## src/hw/t1rx_map.svh

```systemverilog
/*
 * register indices, field positions, reset values and timing counts of the
 * T1 receive status block. Included by the package and the design files.
 */
`ifndef T1RX_MAP_SVH
`define T1RX_MAP_SVH

// ----------------------------------------------------------------
// register indices (byte address is four times the index)
// ----------------------------------------------------------------
`define REG_TONE1 10'h03C
`define REG_TONE2 10'h03D
`define REG_TONE3 10'h03E
`define REG_LCV_HI 10'h050
`define REG_LCV_LO 10'h051
`define REG_PCV_HI 10'h052
`define REG_PCV_LO 10'h053
`define REG_FOS_HI 10'h054
`define REG_FOS_LO 10'h055
`define REG_DL_HOLD 10'h060
`define REG_ECFG 10'h086
`define REG_RX_STAT 10'h093
`define REG_LNK_STAT 10'h096
`define REG_RX_MASK 10'h0A3
`define REG_LNK_MASK 10'h0A6

// ----------------------------------------------------------------
// fields and reset values
// ----------------------------------------------------------------
`define ECFG_EXZ 0
`define ECFG_MOS 1
`define ECFG_FS 2
`define ECFG_ACCUMULATION_MODE_SEL 3
`define ECFG_UPDATE_INTERVAL_SEL 4
`define ECFG_MANUAL_UPDATE_TRIGGER 5
`define ECFG_MANUAL_SOURCE_SEL 6
`define ECFG_SECS 7
`define RX_MF 0
`define RX_TIMER 1
`define RX_SEC 2
`define RX_SIG 3
`define RX_SLIP 5
`define RX_EMPTY 6
`define RX_FULL 7
`define LNK_BD 0
`define LNK_BC 1
`define LNK_DLF 2
`define LNK_SLC 3
`define LNK_AIS 4
`define LNK_RAI 5
`define RX_DEFINED 8'hEF
`define LNK_DEFINED 8'h3F
`define RESET_BYTE 8'h00

// ----------------------------------------------------------------
// pattern and timing constants
// ----------------------------------------------------------------
`define AIS_PERIOD 13'd6176
`define AIS_GAP0 13'd386
`define AIS_GAP1 13'd2316
`define AIS_GAP2 13'd3474
`define RAI_CI_CODE 16'h3EFF
`define FRAME_BITS 8'd193
`define T1_SHORT_FRAMES 9'd336
`define E1_SHORT_FRAMES 9'd500
`define T1_SEC_BITS 1544000
`define E1_SEC_BITS 2048000
`define CNT_W 16

`endif

```

## src/hw/t1rx_pkg.sv

```systemverilog
/*
 * types shared by the T1 receive status block.
 * assumes t1rx_map.svh is on the include path.
 */
package t1rx_pkg;
`include "t1rx_map.svh"

  typedef enum logic [3:0] {
    R_NONE, R_TONE1, R_TONE2, R_TONE3, R_LCV_HI, R_LCV_LO, R_PCV_HI, R_PCV_LO,
    R_FOS_HI, R_FOS_LO, R_DL_HOLD, R_ECFG, R_RX_STAT, R_LNK_STAT, R_RX_MASK, R_LNK_MASK
  } reg_id_t;

endpackage : t1rx_pkg

```

## src/hw/t1rx_status.sv

```systemverilog
/*
 * T1 receive status, event latching, AIS-CI/RAI-CI detection, milliwatt
 * tone substitution and performance counter latching, behind an APB slave.
 * assumes the framer drives its signals from the receive line clock and
 * changes them away from that clock's rising edge; all are synchronised here.
 */
`timescale 1ns/10ps
`include "t1rx_map.svh"

// How it works
// - rx event mask bit 1 lets that event interrupt, 0 blocks it.
// - link event bits stay set until host clears; masked onto interrupt.
// - bit 0 sets on code accepted, bit 1 when code is lost.
// - bit 2 sets when 8 new data-link bits fill the holding register.
// - bit 3 sets on a valid SLC-96 alignment with data ready.
// - AIS-CI bit sets only during AIS, again each pattern burst.
// - RAI-CI bit works only in ESF during RAI, sets each burst.
// - AIS-CI signature is 6176 bits, zeros at 3088, 3474, 5790.
// - AIS-CI detection handles 1.26 s cycle, any framing format.
// - RAI-CI sets on filtered code 00111110 11111111 during RAI.
// - enabled channels carry repeating 1E 0B 0B 1E 9E 8B 8B 9E.
// - 24 tone enables in three registers, channel 1 at bit 0.
// - line-code counter saturates; the others wrap.
// - counters latch each second, 42/62.5 ms, or manually.
// - five latch modes chosen by the configuration bits.
// - config bit 0 adds excessive zeros to line-code count.
// - config bit 1 picks framing-bit errors or out-of-sync multiframes.
// - config bit 2 adds Fs errors to the path-code count.
// - config bit 3 picks timed (bit 4) or manual (bit 5) update.
// - timed update each second, or each 336/500 frames.
// - manual bit rising edge latches and resets counters next clock.
// - manual mode uses local bit or global latch by bit 6.
// - timed mode uses own second or first framer's second by bit 7.
module t1rx_status
  import t1rx_pkg::*;
#(
  parameter int T1_SEC_BITS = `T1_SEC_BITS,
  parameter int E1_SEC_BITS = `E1_SEC_BITS
) (
  input wire logic clk_in,
  input wire logic rst_b_in,
  input wire logic psel_in,
  input wire logic penable_in,
  input wire logic pwrite_in,
  input wire logic [11:0] paddr_in,
  input wire logic [31:0] pwdata_in,
  output logic [31:0] prdata_out,
  output logic pready_out,
  output logic pslverr_out,
  input wire logic rx_line_clk_in,
  input wire logic rx_data_in,
  input wire logic rx_fsync_in,
  input wire logic rx_multiframe_event_in,
  input wire logic signaling_change_event_in,
  input wire logic store_slip_event_in,
  input wire logic store_empty_event_in,
  input wire logic store_full_event_in,
  input wire logic code_valid_in,
  input wire logic [15:0] code_value_in,
  input wire logic dl_bit_in,
  input wire logic dl_strobe_in,
  input wire logic slc_align_in,
  input wire logic ais_cond_in,
  input wire logic rai_cond_in,
  input wire logic esf_mode_in,
  input wire logic e1_mode_in,
  input wire logic bpv_in,
  input wire logic excess_zero_in,
  input wire logic ft_err_in,
  input wire logic fs_err_in,
  input wire logic crc_err_in,
  input wire logic oos_mf_in,
  input wire logic shared_second_in,
  input wire logic global_counter_latch_in,
  output logic bp_data_out,
  output logic rx_int_out
);
  localparam int SW = 40;

  // ----------------------------------------------------------------
  // input synchroniser and line clock edge
  // ----------------------------------------------------------------
  logic [SW-1:0] meta_q, sync_q;
  logic [SW-1:0] raw;
  logic lclk_prev_q;
  logic bit_en;
  logic lclk, din, fsync, mf_ev, sig_ev, slip_ev, emp_ev, full_ev, cvalid, dlb, dls, slc, ais_c, rai_c;
  logic esf, e1, bpv, exz, fterr, fserr, crcerr, oos, ref_sec, glatch;
  logic [15:0] cval;

  assign raw = {rx_line_clk_in, rx_data_in, rx_fsync_in, rx_multiframe_event_in, signaling_change_event_in,
                store_slip_event_in, store_empty_event_in, store_full_event_in, code_valid_in, code_value_in,
                dl_bit_in, dl_strobe_in, slc_align_in, ais_cond_in, rai_cond_in, esf_mode_in, e1_mode_in,
                bpv_in, excess_zero_in, ft_err_in, fs_err_in, crc_err_in, oos_mf_in, shared_second_in,
                global_counter_latch_in};
  assign {lclk, din, fsync, mf_ev, sig_ev, slip_ev, emp_ev, full_ev, cvalid, cval, dlb, dls, slc, ais_c,
          rai_c, esf, e1, bpv, exz, fterr, fserr, crcerr, oos, ref_sec, glatch} = sync_q;

  always_ff @(posedge clk_in or negedge rst_b_in) begin
    if (!rst_b_in) begin
      meta_q <= '0;
      sync_q <= '0;
      lclk_prev_q <= 1'b0;
    end else begin
      meta_q <= raw;
      sync_q <= meta_q;
      lclk_prev_q <= lclk;
    end
  end

  // framer outputs are taken at each rising edge of the line clock
  assign bit_en = lclk & ~lclk_prev_q;

  // ----------------------------------------------------------------
  // registers written by software
  // ----------------------------------------------------------------
  logic [23:0] tone_en_q;
  logic [7:0] ecfg_q, rx_mask_q, lnk_mask_q, rx_stat_q, lnk_stat_q, dl_hold_q;
  logic [7:0] rx_set, lnk_set, wbyte;
  logic wr_en, rd_en;
  reg_id_t sel;

  function automatic reg_id_t decode(input logic [9:0] idx);
    case (idx)
      `REG_TONE1: decode = R_TONE1;
      `REG_TONE2: decode = R_TONE2;
      `REG_TONE3: decode = R_TONE3;
      `REG_LCV_HI: decode = R_LCV_HI;
      `REG_LCV_LO: decode = R_LCV_LO;
      `REG_PCV_HI: decode = R_PCV_HI;
      `REG_PCV_LO: decode = R_PCV_LO;
      `REG_FOS_HI: decode = R_FOS_HI;
      `REG_FOS_LO: decode = R_FOS_LO;
      `REG_DL_HOLD: decode = R_DL_HOLD;
      `REG_ECFG: decode = R_ECFG;
      `REG_RX_STAT: decode = R_RX_STAT;
      `REG_LNK_STAT: decode = R_LNK_STAT;
      `REG_RX_MASK: decode = R_RX_MASK;
      `REG_LNK_MASK: decode = R_LNK_MASK;
      default: decode = R_NONE;
    endcase
  endfunction : decode

  assign sel = decode(paddr_in[11:2]);
  assign wbyte = pwdata_in[7:0];
  // one wait state: the access completes on the second access cycle
  assign wr_en = psel_in & penable_in & pready_out & pwrite_in & (sel != R_NONE);
  assign rd_en = psel_in & penable_in & ~pready_out;

  always_ff @(posedge clk_in or negedge rst_b_in) begin
    if (!rst_b_in) begin
      tone_en_q <= '0;
      ecfg_q <= `RESET_BYTE;
      rx_mask_q <= `RESET_BYTE;
      lnk_mask_q <= `RESET_BYTE;
    end else if (wr_en) begin
      case (sel)
        R_TONE1: tone_en_q[7:0] <= wbyte;
        R_TONE2: tone_en_q[15:8] <= wbyte;
        R_TONE3: tone_en_q[23:16] <= wbyte;
        R_ECFG: ecfg_q <= wbyte;
        R_RX_MASK: rx_mask_q <= wbyte;
        R_LNK_MASK: lnk_mask_q <= wbyte;
        default: ;
      endcase
    end
  end

  // ----------------------------------------------------------------
  // latched status, write one to clear
  // ----------------------------------------------------------------
  always_ff @(posedge clk_in or negedge rst_b_in) begin
    if (!rst_b_in) begin
      rx_stat_q <= `RESET_BYTE;
      lnk_stat_q <= `RESET_BYTE;
    end else begin
      rx_stat_q <= (rx_stat_q & ~((wr_en && sel == R_RX_STAT) ? wbyte : 8'h00)) | rx_set;
      lnk_stat_q <= (lnk_stat_q & ~((wr_en && sel == R_LNK_STAT) ? wbyte : 8'h00)) | lnk_set;
    end
  end

  // unused mask bits are ignored so a stray one cannot raise a spurious interrupt
  always_ff @(posedge clk_in or negedge rst_b_in) begin
    if (!rst_b_in) begin
      rx_int_out <= 1'b0;
    end else begin
      rx_int_out <= |(rx_stat_q & rx_mask_q & `RX_DEFINED) | |(lnk_stat_q & lnk_mask_q & `LNK_DEFINED);
    end
  end

  // ----------------------------------------------------------------
  // APB read path
  // ----------------------------------------------------------------
  logic [`CNT_W-1:0] lcv_held, pcv_held, fos_held;
  logic [7:0] rbyte;

  always_comb begin
    case (sel)
      R_TONE1: rbyte = tone_en_q[7:0];
      R_TONE2: rbyte = tone_en_q[15:8];
      R_TONE3: rbyte = tone_en_q[23:16];
      R_LCV_HI: rbyte = lcv_held[15:8];
      R_LCV_LO: rbyte = lcv_held[7:0];
      R_PCV_HI: rbyte = pcv_held[15:8];
      R_PCV_LO: rbyte = pcv_held[7:0];
      R_FOS_HI: rbyte = fos_held[15:8];
      R_FOS_LO: rbyte = fos_held[7:0];
      R_DL_HOLD: rbyte = dl_hold_q;
      R_ECFG: rbyte = ecfg_q;
      R_RX_STAT: rbyte = rx_stat_q;
      R_LNK_STAT: rbyte = lnk_stat_q;
      R_RX_MASK: rbyte = rx_mask_q;
      R_LNK_MASK: rbyte = lnk_mask_q;
      default: rbyte = 8'h00;
    endcase
  end

  always_ff @(posedge clk_in or negedge rst_b_in) begin
    if (!rst_b_in) begin
      pready_out <= 1'b0;
      pslverr_out <= 1'b0;
      prdata_out <= '0;
    end else begin
      pready_out <= rd_en;
      pslverr_out <= rd_en & (sel == R_NONE);
      prdata_out <= (rd_en && !pwrite_in) ? {24'h000000, rbyte} : 32'h00000000;
    end
  end

  // ----------------------------------------------------------------
  // frame position and milliwatt tone
  // ----------------------------------------------------------------
  logic [7:0] pos_q;
  logic [2:0] frame_q;
  logic [4:0] chan;
  logic [2:0] bitn;

  function automatic logic [7:0] tone_byte(input logic [2:0] k);
    case (k)
      3'd0, 3'd3: tone_byte = 8'h1E;
      3'd1, 3'd2: tone_byte = 8'h0B;
      3'd4, 3'd7: tone_byte = 8'h9E;
      default: tone_byte = 8'h8B;
    endcase
  endfunction : tone_byte

  // position 193 (held there until a frame sync; 0 only until the first line clock edge) is the framing bit; channel bits 1 to 192 follow msb first
  assign chan = 5'((pos_q - 8'd1) >> 3);
  assign bitn = 3'((pos_q - 8'd1) & 8'h07);

  logic [7:0] tone_cur;
  assign tone_cur = tone_byte(frame_q);

  always_ff @(posedge clk_in or negedge rst_b_in) begin
    if (!rst_b_in) begin
      pos_q <= '0;
      frame_q <= '0;
      bp_data_out <= 1'b1;
    end else if (bit_en) begin
      if (fsync) begin
        pos_q <= 8'd1;
        frame_q <= frame_q + 3'd1;
      end else if (pos_q != `FRAME_BITS) begin
        pos_q <= pos_q + 8'd1;
      end
      if (pos_q != 8'd0 && pos_q < `FRAME_BITS && tone_en_q[chan]) begin
        bp_data_out <= tone_cur[3'd7 - bitn];
      end else begin
        bp_data_out <= din;
      end
    end
  end

  // ----------------------------------------------------------------
  // AIS-CI signature detector (unframed, any framing format)
  // ----------------------------------------------------------------
  logic [12:0] run_q;
  logic [1:0] phase_q, hits_q, gk;
  logic armed_q, ais_hit;

  function automatic logic [1:0] gap_kind(input logic [12:0] gap);
    case (gap)
      `AIS_GAP0: gap_kind = 2'd0;
      `AIS_GAP1: gap_kind = 2'd1;
      `AIS_GAP2: gap_kind = 2'd2;
      default: gap_kind = 2'd3;
    endcase
  endfunction : gap_kind

  assign gk = gap_kind(run_q + 13'd1);
  assign ais_hit = bit_en & ~din & (gk != 2'd3) & (gk == phase_q) & (hits_q == 2'd2);

  // re-armed only by an all-ones stretch longer than one signature, so one
  // burst of signatures gives one event per 1.26 s cycle
  always_ff @(posedge clk_in or negedge rst_b_in) begin
    if (!rst_b_in) begin
      run_q <= '0;
      phase_q <= '0;
      hits_q <= '0;
      armed_q <= 1'b1;
    end else if (bit_en) begin
      if (din) begin
        if (run_q != 13'h1FFF) begin
          run_q <= run_q + 13'd1;
        end
        if (run_q > `AIS_PERIOD) begin
          armed_q <= 1'b1;
        end
      end else begin
        run_q <= '0;
        phase_q <= (gk == 2'd2) ? 2'd0 : gk + 2'd1;
        if (gk == 2'd3) begin
          hits_q <= '0;
        end else if (gk == phase_q && hits_q != 2'd0) begin
          hits_q <= (hits_q == 2'd2) ? 2'd0 : hits_q + 2'd1;
        end else begin
          hits_q <= 2'd1;
        end
        if (ais_hit) begin
          armed_q <= 1'b0;
        end
      end
    end
  end

  // ----------------------------------------------------------------
  // link events: code, data link, SLC-96, RAI-CI
  // ----------------------------------------------------------------
  logic cvalid_q, rai_match_q, rai_match;
  logic [2:0] dl_cnt_q;
  logic [7:0] dl_shift_q;

  // code_valid_in already carries the acceptance and integration filtering
  assign rai_match = cvalid & (cval == `RAI_CI_CODE) & esf & rai_c;

  always_ff @(posedge clk_in or negedge rst_b_in) begin
    if (!rst_b_in) begin
      cvalid_q <= 1'b0;
      rai_match_q <= 1'b0;
      dl_cnt_q <= '0;
      dl_shift_q <= '0;
      dl_hold_q <= '0;
    end else if (bit_en) begin
      cvalid_q <= cvalid;
      rai_match_q <= rai_match;
      if (dls) begin
        dl_shift_q <= {dl_shift_q[6:0], dlb};
        dl_cnt_q <= dl_cnt_q + 3'd1;
        if (dl_cnt_q == 3'd7) begin
          dl_hold_q <= {dl_shift_q[6:0], dlb};
        end
      end
    end
  end

  always_comb begin
    lnk_set = 8'h00;
    lnk_set[`LNK_BD] = bit_en & cvalid & ~cvalid_q;
    lnk_set[`LNK_BC] = bit_en & ~cvalid & cvalid_q;
    lnk_set[`LNK_DLF] = bit_en & dls & (dl_cnt_q == 3'd7);
    lnk_set[`LNK_SLC] = bit_en & slc;
    lnk_set[`LNK_AIS] = ais_hit & armed_q & ais_c;
    lnk_set[`LNK_RAI] = bit_en & rai_match & ~rai_match_q;
  end

  // ----------------------------------------------------------------
  // timers and counter latch selection
  // ----------------------------------------------------------------
  logic [21:0] sec_cnt_q;
  logic [8:0] fr_cnt_q;
  logic own_sec, short_tick, ref_prev_q, gl_prev_q, manual_update_trigger_prev_q, timed_tick, latch;

  assign own_sec = bit_en & (sec_cnt_q == 22'((e1 ? E1_SEC_BITS : T1_SEC_BITS) - 1));
  assign short_tick = bit_en & fsync & (fr_cnt_q == (e1 ? `E1_SHORT_FRAMES : `T1_SHORT_FRAMES) - 9'd1);

  always_ff @(posedge clk_in or negedge rst_b_in) begin
    if (!rst_b_in) begin
      sec_cnt_q <= '0;
      fr_cnt_q <= '0;
      ref_prev_q <= 1'b0;
      gl_prev_q <= 1'b0;
      manual_update_trigger_prev_q <= 1'b0;
    end else begin
      ref_prev_q <= ref_sec;
      gl_prev_q <= glatch;
      manual_update_trigger_prev_q <= ecfg_q[`ECFG_MANUAL_UPDATE_TRIGGER];
      if (bit_en) begin
        sec_cnt_q <= own_sec ? 22'd0 : sec_cnt_q + 22'd1;
        if (fsync) begin
          fr_cnt_q <= short_tick ? 9'd0 : fr_cnt_q + 9'd1;
        end
      end
    end
  end

  always_comb begin
    if (ecfg_q[`ECFG_UPDATE_INTERVAL_SEL]) begin
      timed_tick = short_tick;
    end else if (ecfg_q[`ECFG_SECS]) begin
      timed_tick = ref_sec & ~ref_prev_q;
    end else begin
      timed_tick = own_sec;
    end
    if (!ecfg_q[`ECFG_ACCUMULATION_MODE_SEL]) begin
      latch = timed_tick;
    end else if (ecfg_q[`ECFG_MANUAL_SOURCE_SEL]) begin
      latch = glatch & ~gl_prev_q;
    end else begin
      latch = ecfg_q[`ECFG_MANUAL_UPDATE_TRIGGER] & ~manual_update_trigger_prev_q;
    end
  end

  always_comb begin
    rx_set = 8'h00;
    rx_set[`RX_MF] = bit_en & mf_ev;
    rx_set[`RX_TIMER] = timed_tick & ~ecfg_q[`ECFG_ACCUMULATION_MODE_SEL];
    rx_set[`RX_SEC] = own_sec;
    rx_set[`RX_SIG] = bit_en & sig_ev;
    rx_set[`RX_SLIP] = bit_en & slip_ev;
    rx_set[`RX_EMPTY] = bit_en & emp_ev;
    rx_set[`RX_FULL] = bit_en & full_ev;
  end

  // ----------------------------------------------------------------
  // performance counters
  // ----------------------------------------------------------------
  logic [2:0] inc;
  logic [`CNT_W-1:0] held [3];

  assign inc[0] = bit_en & (bpv | (ecfg_q[`ECFG_EXZ] & exz));
  assign inc[1] = bit_en & (esf ? crcerr : (fterr | (ecfg_q[`ECFG_FS] & fserr)));
  assign inc[2] = bit_en & (ecfg_q[`ECFG_MOS] ? oos : (fterr | (esf & crcerr)));

  for (genvar i = 0; i < 3; i++) begin : g_cnt
    perf_counter #(.SATURATE(i == 0)) u_cnt (
      .clk_in(clk_in),
      .rst_b_in(rst_b_in),
      .inc_in(inc[i]),
      .latch_in(latch),
      .held_out(held[i])
    );
  end

  assign lcv_held = held[0];
  assign pcv_held = held[1];
  assign fos_held = held[2];
endmodule : t1rx_status

```

## src/hw/perf_counter.sv

```systemverilog
/*
 * one performance counter with a latched, readable copy.
 * assumes inc_in and latch_in are one-cycle pulses on clk_in.
 */
`timescale 1ns/10ps
`include "t1rx_map.svh"
module perf_counter #(
  parameter bit SATURATE = 1'b0
) (
  input wire logic clk_in,
  input wire logic rst_b_in,
  input wire logic inc_in,
  input wire logic latch_in,
  output logic [`CNT_W-1:0] held_out
);
  logic [`CNT_W-1:0] cnt_q;

  // a latch restarts the count; an increment in the same cycle is kept
  always_ff @(posedge clk_in or negedge rst_b_in) begin
    if (!rst_b_in) begin
      cnt_q <= '0;
      held_out <= '0;
    end else if (latch_in) begin
      held_out <= cnt_q;
      cnt_q <= {{(`CNT_W-1){1'b0}}, inc_in};
    end else if (inc_in) begin
      if (!(SATURATE && (&cnt_q))) begin
        cnt_q <= cnt_q + 1'b1;
      end
    end
  end
endmodule : perf_counter

```

## config.mk

```make
export PLATFORM = sky130hd
export DESIGN_NAME = t1rx_status
export DESIGN_NICKNAME = d
export VERILOG_FILES = /design/src/hw/t1rx_pkg.sv /design/src/hw/t1rx_status.sv /design/src/hw/perf_counter.sv
export VERILOG_INCLUDE_DIRS = /design/src /design/src/hw
export SDC_FILE = /design/constraint.sdc
export NUM_CORES = 1
export LEC_CHECK = 0
export ABC_AREA = 1
export BUFFER_PORTS_ARGS = -buffer_cell sky130_fd_sc_hd__buf_4
export CORE_ASPECT_RATIO = 1.25
export CORE_MARGIN = 5
export CORE_UTILIZATION = 65
export CTS_BUF_LIST = sky130_fd_sc_hd__clkbuf_8
export CTS_CLUSTER_DIAMETER = 150
export CTS_CLUSTER_SIZE = 16
export DETAILED_ROUTE_END_ITERATION = 6
export PLACE_DENSITY = 0.85
export SLEW_MARGIN = 20
export SYNTH_ARGS = -nofsm -noshare
export SYNTH_HDL_FRONTEND = slang
export SYNTH_SLANG_ARGS = --single-unit
```

## constraint.sdc

```tcl
create_clock -name clk_in -period 4.85 [get_ports clk_in]
set_input_delay 0.97 -clock clk_in [delete_from_list [all_inputs] [get_ports clk_in]]
set_output_delay 0.97 -clock clk_in [all_outputs]
set_load 0.005 [all_outputs]
```

==> summary.md, run 1 <==
| Metric | Value |
|---|---|
| Worst-path clk slew | `100 ps` |
| Via count | `13.1k` |
| Area Overhead vs Synth | `7.16%` |
| Skew final | `19.6 ps` |
| R2R Setup Slk | `1530 ps` |
| Die W | `150 um` |
| Worst Setup Start Kind | `flop` |
| # setup viols final | `0` |
| Synth Warn # | `0` |
| Cell Area, Synth | `0.0160 mm^2` |
| Fin nets | `2,101` |
| ANT cells | `0` |
| Core box area | `0.0243 mm^2` |
| Setup_tns | `0 ps` |
| Post-route ant nets | `0` |
| P_leak | `8.37 nW` |
| Worst-Margin Slew | `1060 ps` |
| H-tree depth | `1` |
| Seq/Total Area, Yosys | `52.5%` |
| Bufs on Longest Clock Path | `3` |
| Asr flop ratio synth | `100%` |
| Final hold vios | `0` |
| Max Clock Freq | `301 MHz` |
| Internal | `3.70 mW` |
| Critical path type | `reg -> reg` |
| Routed WL | `36.7 mm` |
| Post-route clock period utilization | `68.5%` |
| Worst-case vdd ir drop | `0.231 mV` |
| Arrival time at the worst endpoint | `3770 ps` |
| Logic pwr share | `13.3%` |
| CTS tree | `done` |
| Sw Pwr | `1.43 mW` |
| CTS Buf Count | `24` |
| Number of global-route vias before repair | `12.6k` |
| Path depth of the worst reg2reg path | `14` |
| Skew-Pair Late Insertion Delay | `570 ps` |
| Max Cap Viol | `0` |
| Synth Flop Type | `dfrtp_1` |
| Req. time, crit path | `5300 ps` |
| Final min period | `3320 ps` |
| Final HPWL DP | `27.0 mm` |
| Antenna violations before repair | `0` |
| Pre-Repair DR Iteration Count | `6` |
| Critical path endpoint category | `flop` |
| Fraction of layout cells with a size suffix above 1 | `8.20%` |
| First-pass GRT wire length | `60.2 mm` |
| CTS sink cnt | `336` |
| Area of the die | `0.0279 mm^2` |
| Largest net degree at the start of global routing | `133` |
| Status | `finished clean` |
| Port bufs | `74` |
| Top Ports | `125` |
| DRC errors left | `0` |
| Fill count | `1,933` |
| GR Overflow Total | `0` |
| Critical Path Start | `lclk_prev_q` |
| Initial drt markers | `1,023` |
| Worst Path Max Fanout | `48` |
| RSZ-0062 raised after global routing | `false` |
| Number of synthesized flops with an enable pin | `0` |
| # hold bufs at CTS | `0` |
| Final-report max-slew violation count | `0` |
| PD cells | `299 mW/mm^2` |
| Worst Hold Class | `reg -> reg` |
| Initial core utilization | `65.7%` |
| Unique masters post-synth | `55` |
| GRT Util Overall | `26.6%` |
| DR vias/cell | `5.61` |
| Flop pwr share | `61.0%` |
| Post-synthesis cell count | `1,920` |
| Fin Hold WS | `350 ps` |
| Post-CTS Resized | `0` |
| Syn avg cell area | `8.34 um^2` |
| Die Span Y | `185 um` |
| GP Congestion | `0.952` |
| Seq cells post-synth | `336` |
| R2r endpoint | `g_cnt[2].u_cnt.cnt_q[14]` |
| RR Startpoint | `lclk_prev_q` |
| Net switching fraction of the power | `27.9%` |
| Worst setup path endpoint | `g_cnt[2].u_cnt.cnt_q[14]` |
| CTS root buffer | `clkbuf_8` |
| Row cnt | `64` |
| Clock share of power | `25.7%` |
| Hold_sp | `meta_q[19]` |
| Post-CTS setup buffer count | `0` |
| Drt wl/cell | `15.7 um` |
| Slew HR | `28.6%` |
==> per-stage QoR <==
step	power, mW	util (%)	worst slack [ps]	cells	area (um^2)
global route	5.39	70.5	1250	2329	17200
detailed placement	3.86	68.9	1080	2295	16800
floorplan	3.60	-	2210	1943	16100
global placement	3.82	68.9	1110	2295	16800
CTS	5.16	70.5	1570	2329	17200
finish	5.13	70.5	1530	2329	17200
==> power by group through the flow <==
stage | clock network [mW] | registers [mW] | logic, mW
final | 1.32 | 3.13 | 0.682
after global routing | 1.45 | 3.15 | 0.782
after CTS | 1.35 | 3.13 | 0.685
after detailed placement | 0 | 3.18 | 0.680
after global placement | 0 | 3.17 | 0.646
after floorplan | 0 | 3.14 | 0.461
==> layout make-up <==
type	instances	area, um^2	share of cell area, %
inverters	207	779	4.54
multi-input cells	1339	6530	38.1
well taps	330	413	2.41
repair buffers	83	643	3.75
flip-flops and latches	336	8410	49.0
clock inverters	9	33.8	0.197
clock buffers	25	344	2.01
==> worst max-delay path, cell delays in order, from the launching register on <==
cell,delay [ps]
dfrtp_1,400
nor2_4,120
buf_4,310
nand2_1,170
nor3_2,250
nand3_2,270
inv_2,220
nand2_1,70
nand3_1,70
nand2_1,150
nand2_2,150
buf_4,430
nor2_1,300
inv_1,170
o21ai_0,100
==> Yosys cell counts (4+ instances only) <==
master	number	share of area, %
a211oi_1	5	0.23
a21oi_1	54	1.7
a31oi_1	4	0.16
buf_2	13	0.41
buf_4	29	1.4
clkbuf_1	15	0.35
dfrtp_1	334	52
ha_1	21	1.6
inv_1	197	4.6
inv_2	6	0.14
nand2_1	546	13
nand2_2	6	0.23
nand2_4	4	0.28
nand3_1	125	3.9
nand3_2	5	0.31
nand3b_1	7	0.33
nand4_1	41	1.6
nor2_1	164	3.8
nor2_2	7	0.27
nor2_4	5	0.35
nor3_1	46	1.4
nor4_1	8	0.31
o211ai_1	4	0.19
o21ai_0	125	3.9
o21ai_1	33	1.0
o22ai_1	14	0.55
o31ai_1	16	0.75
or2_2	5	0.20
xor2_1	36	2.0
==> sequential cells by signal, summed over array words and instances, names as in the netlist, 7 cells and up <==
signal	flops
g_cnt.u_cnt.cnt_q	48
g_cnt.u_cnt.held_out	48
meta_q	40
sync_q	40
tone_en_q	24
sec_cnt_q	22
run_q	13
fr_cnt_q	9
dl_hold_q	8
ecfg_q	8
lnk_mask_q	8
lnk_stat_q	8
pos_q	8
prdata_out	8
rx_mask_q	8
rx_stat_q	8
dl_shift_q	7
==> layout by cell type (no fill, tap or decap), types with 41 or more instances in the layout <==
master     n
a21oi_1   54
buf_4     81
dfrtp_1  334
inv_1    206
nand2_1  545
nand3_1  125
nand4_1   41
nor2_1   164
nor3_1    46
o21ai_0  125
==> metal layers <==
metal	GRT usage (%)	wire length, um	vias to the layer above
met5	0	0	-
met4	12.0	1730	0
met3	3.21	2000	105
met2	45.9	18300	432
met1	33.9	14600	6213
li1	-	-	6325
==> logic make-up after synthesis <==
family,Yosys count,synth area share (%)
simple gates,984,27.0
xor+xnor,38,2.08
fa+ha+maj,21,1.64
flops,336,52.5
mux,3,0.211
buf+inv,268,7.22
other cells,1,0.0234
compound gates,269,9.26
==> worst min path at each step <==
stage                             to  slack (ps)  depth (start not counted)
after detailed placement  sync_q[19]         330                          0
final                     sync_q[19]         350                          0
after global routing      sync_q[19]         360                          0
after global placement    sync_q[30]         330                          0
after CTS                 sync_q[19]         350                          0
after floorplan            sync_q[0]         330                          0
(Power assumes the default switching activity.)
==> run 2: changes to the inputs <==
- CORE_UTILIZATION: 65 -> 56
- PLACE_DENSITY: 0.85 -> 0.78
- clock period: 4.85 -> 2.8 ns (I/O delays scaled with it)
==> run 2 against run 1 <==
  * Sequential share of layout area fell by 1.8 points
  * Core utilization fell by 7.6 points
  * Flip-flop and latch count did not move
  * Sequential power rose by 73%
  * Critical endpoint is now g_cnt[2].u_cnt.cnt_q[0]
==> summary.md, run 2 (synthesis gave the netlist of run 1 again) <==
| Metric | Value |
|---|---|
| Status | `finished clean` |
| Worst Hold Class | `in -> reg` |
| Initial drt markers | `1,094 (+6.9%)` |
| First-pass GRT wire length | `64.6 mm (+7.3%)` |
| Max Cap Viol | `0 (unchanged)` |
| PD cells | `502 mW/mm^2 (+68%)` |
| H-tree depth | `1 (unchanged)` |
| Via count | `13.2k (+0.80%)` |
| Area of the die | `0.0321 mm^2 (+15%)` |
| Critical path type | `reg -> reg` |
| Top Ports | `125 (unchanged)` |
| GRT Util Overall | `24.4% (-2.2 points)` |
| Slew HR | `49.7% (+21 points)` |
| CTS tree | `done` |
| Post-CTS setup buffer count | `0 (unchanged)` |
| Area of the multi-input gates | `0.00655 mm^2 (+0.38%)` |
| Arrival time at the worst endpoint | `3030 ps (-740 ps)` |
| Drt wl/cell | `15.9 um (+1.1%)` |
| CTS sink cnt | `336 (unchanged)` |
| Fraction of layout cells with a size suffix above 1 | `11.2% (+3.0 points)` |
| Reg area | `0.00841 mm^2 (unchanged)` |
| Bufs on Longest Clock Path | `3 (unchanged)` |
| Port bufs | `74 (unchanged)` |
| Req. time, crit path | `3290 ps (-2010 ps)` |
| Pre-Repair DR Iteration Count | `6 (unchanged)` |
| CTS Buf Count | `24 (unchanged)` |
| Commonest non-fill, non-tap cell in the layout | `nand2_1` |
| Biggest regs | `g_cnt.u_cnt.cnt_q: 48 flops, g_cnt.u_cnt.held_out: 48 flops` |
| Largest net degree at the start of global routing | `76 (-43%)` |
| Path depth of the worst reg2reg path | `13 (-1)` |
| ANT cells | `0 (unchanged)` |
| Skew final | `16.0 ps (-3.67 ps)` |
| Final Core Density | `62.8% (-7.6 points)` |
| Worst Setup Start Kind | `flop` |
| Fill count | `2,384 (+23%)` |
| Fin nets | `2,164 (+3.0%)` |
| CTS root buffer | `clkbuf_8` |
| Most frequent cells in the layout | `nand2_1 (545), dfrtp_1 (334), inv_1 (206)` |
| Final HPWL DP | `28.9 mm (+7.0%)` |
| Final-report max-slew violation count | `0 (unchanged)` |
| Skew-Pair Late Insertion Delay | `570 ps (about the same)` |
| Number of global-route vias before repair | `13.1k (+3.9%)` |
| # setup viols final | `0 (unchanged)` |
| Die Span Y | `199 um (+7.3%)` |
| Die W | `161 um (+7.2%)` |
| Fin Hold WS | `83.2 ps (-267 ps)` |
| Critical path endpoint category | `flop` |
| Core box area | `0.0283 mm^2 (+16%)` |
| Initial core utilization | `56.5% (-9.2 points)` |
| Post-route clock period utilization | `90.5% (+22 points)` |
| Max Clock Freq | `395 MHz (+31%)` |
| Worst-case vdd ir drop | `0.429 mV (+86%)` |
| GR Overflow Total | `0 (unchanged)` |
| DR vias/cell | `5.45 (-2.9%)` |
| P_leak | `8.72 nW (+4.1%)` |
| Row cnt | `69 (+7.8%)` |
| GP Congestion | `0.902 (-5.3%)` |
| Final min period | `2530 ps (-791 ps)` |
| Area Overhead vs Synth | `11.2%` |
| DRC errors left | `0 (unchanged)` |
| Antenna violations before repair | `0 (unchanged)` |
| Worst-Margin Slew | `754 ps (-308 ps)` |
| Final hold vios | `0 (unchanged)` |
| Worst hold path stage count | `1 (+1)` |
| Worst-path clk slew | `110 ps (about the same)` |
| Routed WL | `38.5 mm (+4.9%)` |
| Worst Path Max Fanout | `26 (-46%)` |
| RSZ-0062 raised after global routing | `false` |
| Post-route ant nets | `0 (unchanged)` |
-- run 2: worst max-delay path, cell delays in order (launching register included) --
cell and delay, ps:
dfrtp_1 410, nor2_4 240, inv_2 90, nor2_2 120, nand2_1 90, nor3_1 140, nand2_1 210, a21oi_1 180
nand2_1 130, nand2_2 150, buf_12 180, buf_4 290, o21ai_0 110, o21ai_0 80
-- run 2: per-stage QoR --
step                area (um^2)  setup TNS (ps)  setup slack (ps)  total power, mW  cells
global route              17800               0              38.0             9.45   2417
floorplan                 16100               0               566             6.23   1943
global placement          17400            -301             -68.1             6.65   2382
finish                    17800               0               267             8.94   2417
CTS                       17800               0               204             9.00   2417
detailed placement        17400            -962             -93.1             6.72   2382
-- run 2: final timing paths --
path                                           end      startpoint  slack (ps)
setup reg to reg           g_cnt[2].u_cnt.cnt_q[0]     lclk_prev_q         270
hold reg to reg                          sync_q[5]       meta_q[5]         350
min in group asynchronous                run_q[10]        rst_b_in         540
hold / removal                          meta_q[39]  rx_line_clk_in          80
max in group asynchronous               sync_q[18]        rst_b_in        1360
setup / recovery           g_cnt[2].u_cnt.cnt_q[0]     lclk_prev_q         270
-- run 2: what timing repair did --
| action | CTS | global route |
|---|---|---|
| endpoints found under the setup margin | 0 | 5 |
| hold endpoints to repair | 68 | 0 |
| resized for setup | 0 | 5 |
| hold buffers | 1 | 0 |
-- run 2: layout make-up --
cell class                      instances  area share (%)
Tap cell                              355            2.50
Multi-Input combinational cell       1339            36.8
Clock buffer                           25            1.93
Clock inverter                          9           0.190
Sequential cell                       336            47.3
Inverter                              207            4.38
Timing Repair Buffer                  146            6.92
-- run 2: power by group --
part,switching (mW),total (mW),internal [mW]
sequential,0.258,5.42,5.16
clock,1.49,2.31,0.815
combinational,0.750,1.21,0.464
-- run 2: routing by layer --
metal / track usage (%) / wire length (um)
met3: 2.67 / 1770
met2: 43.5 / 19500
met1: 31.7 / 16000
met4: 7.81 / 1200
met5: 0 / 0
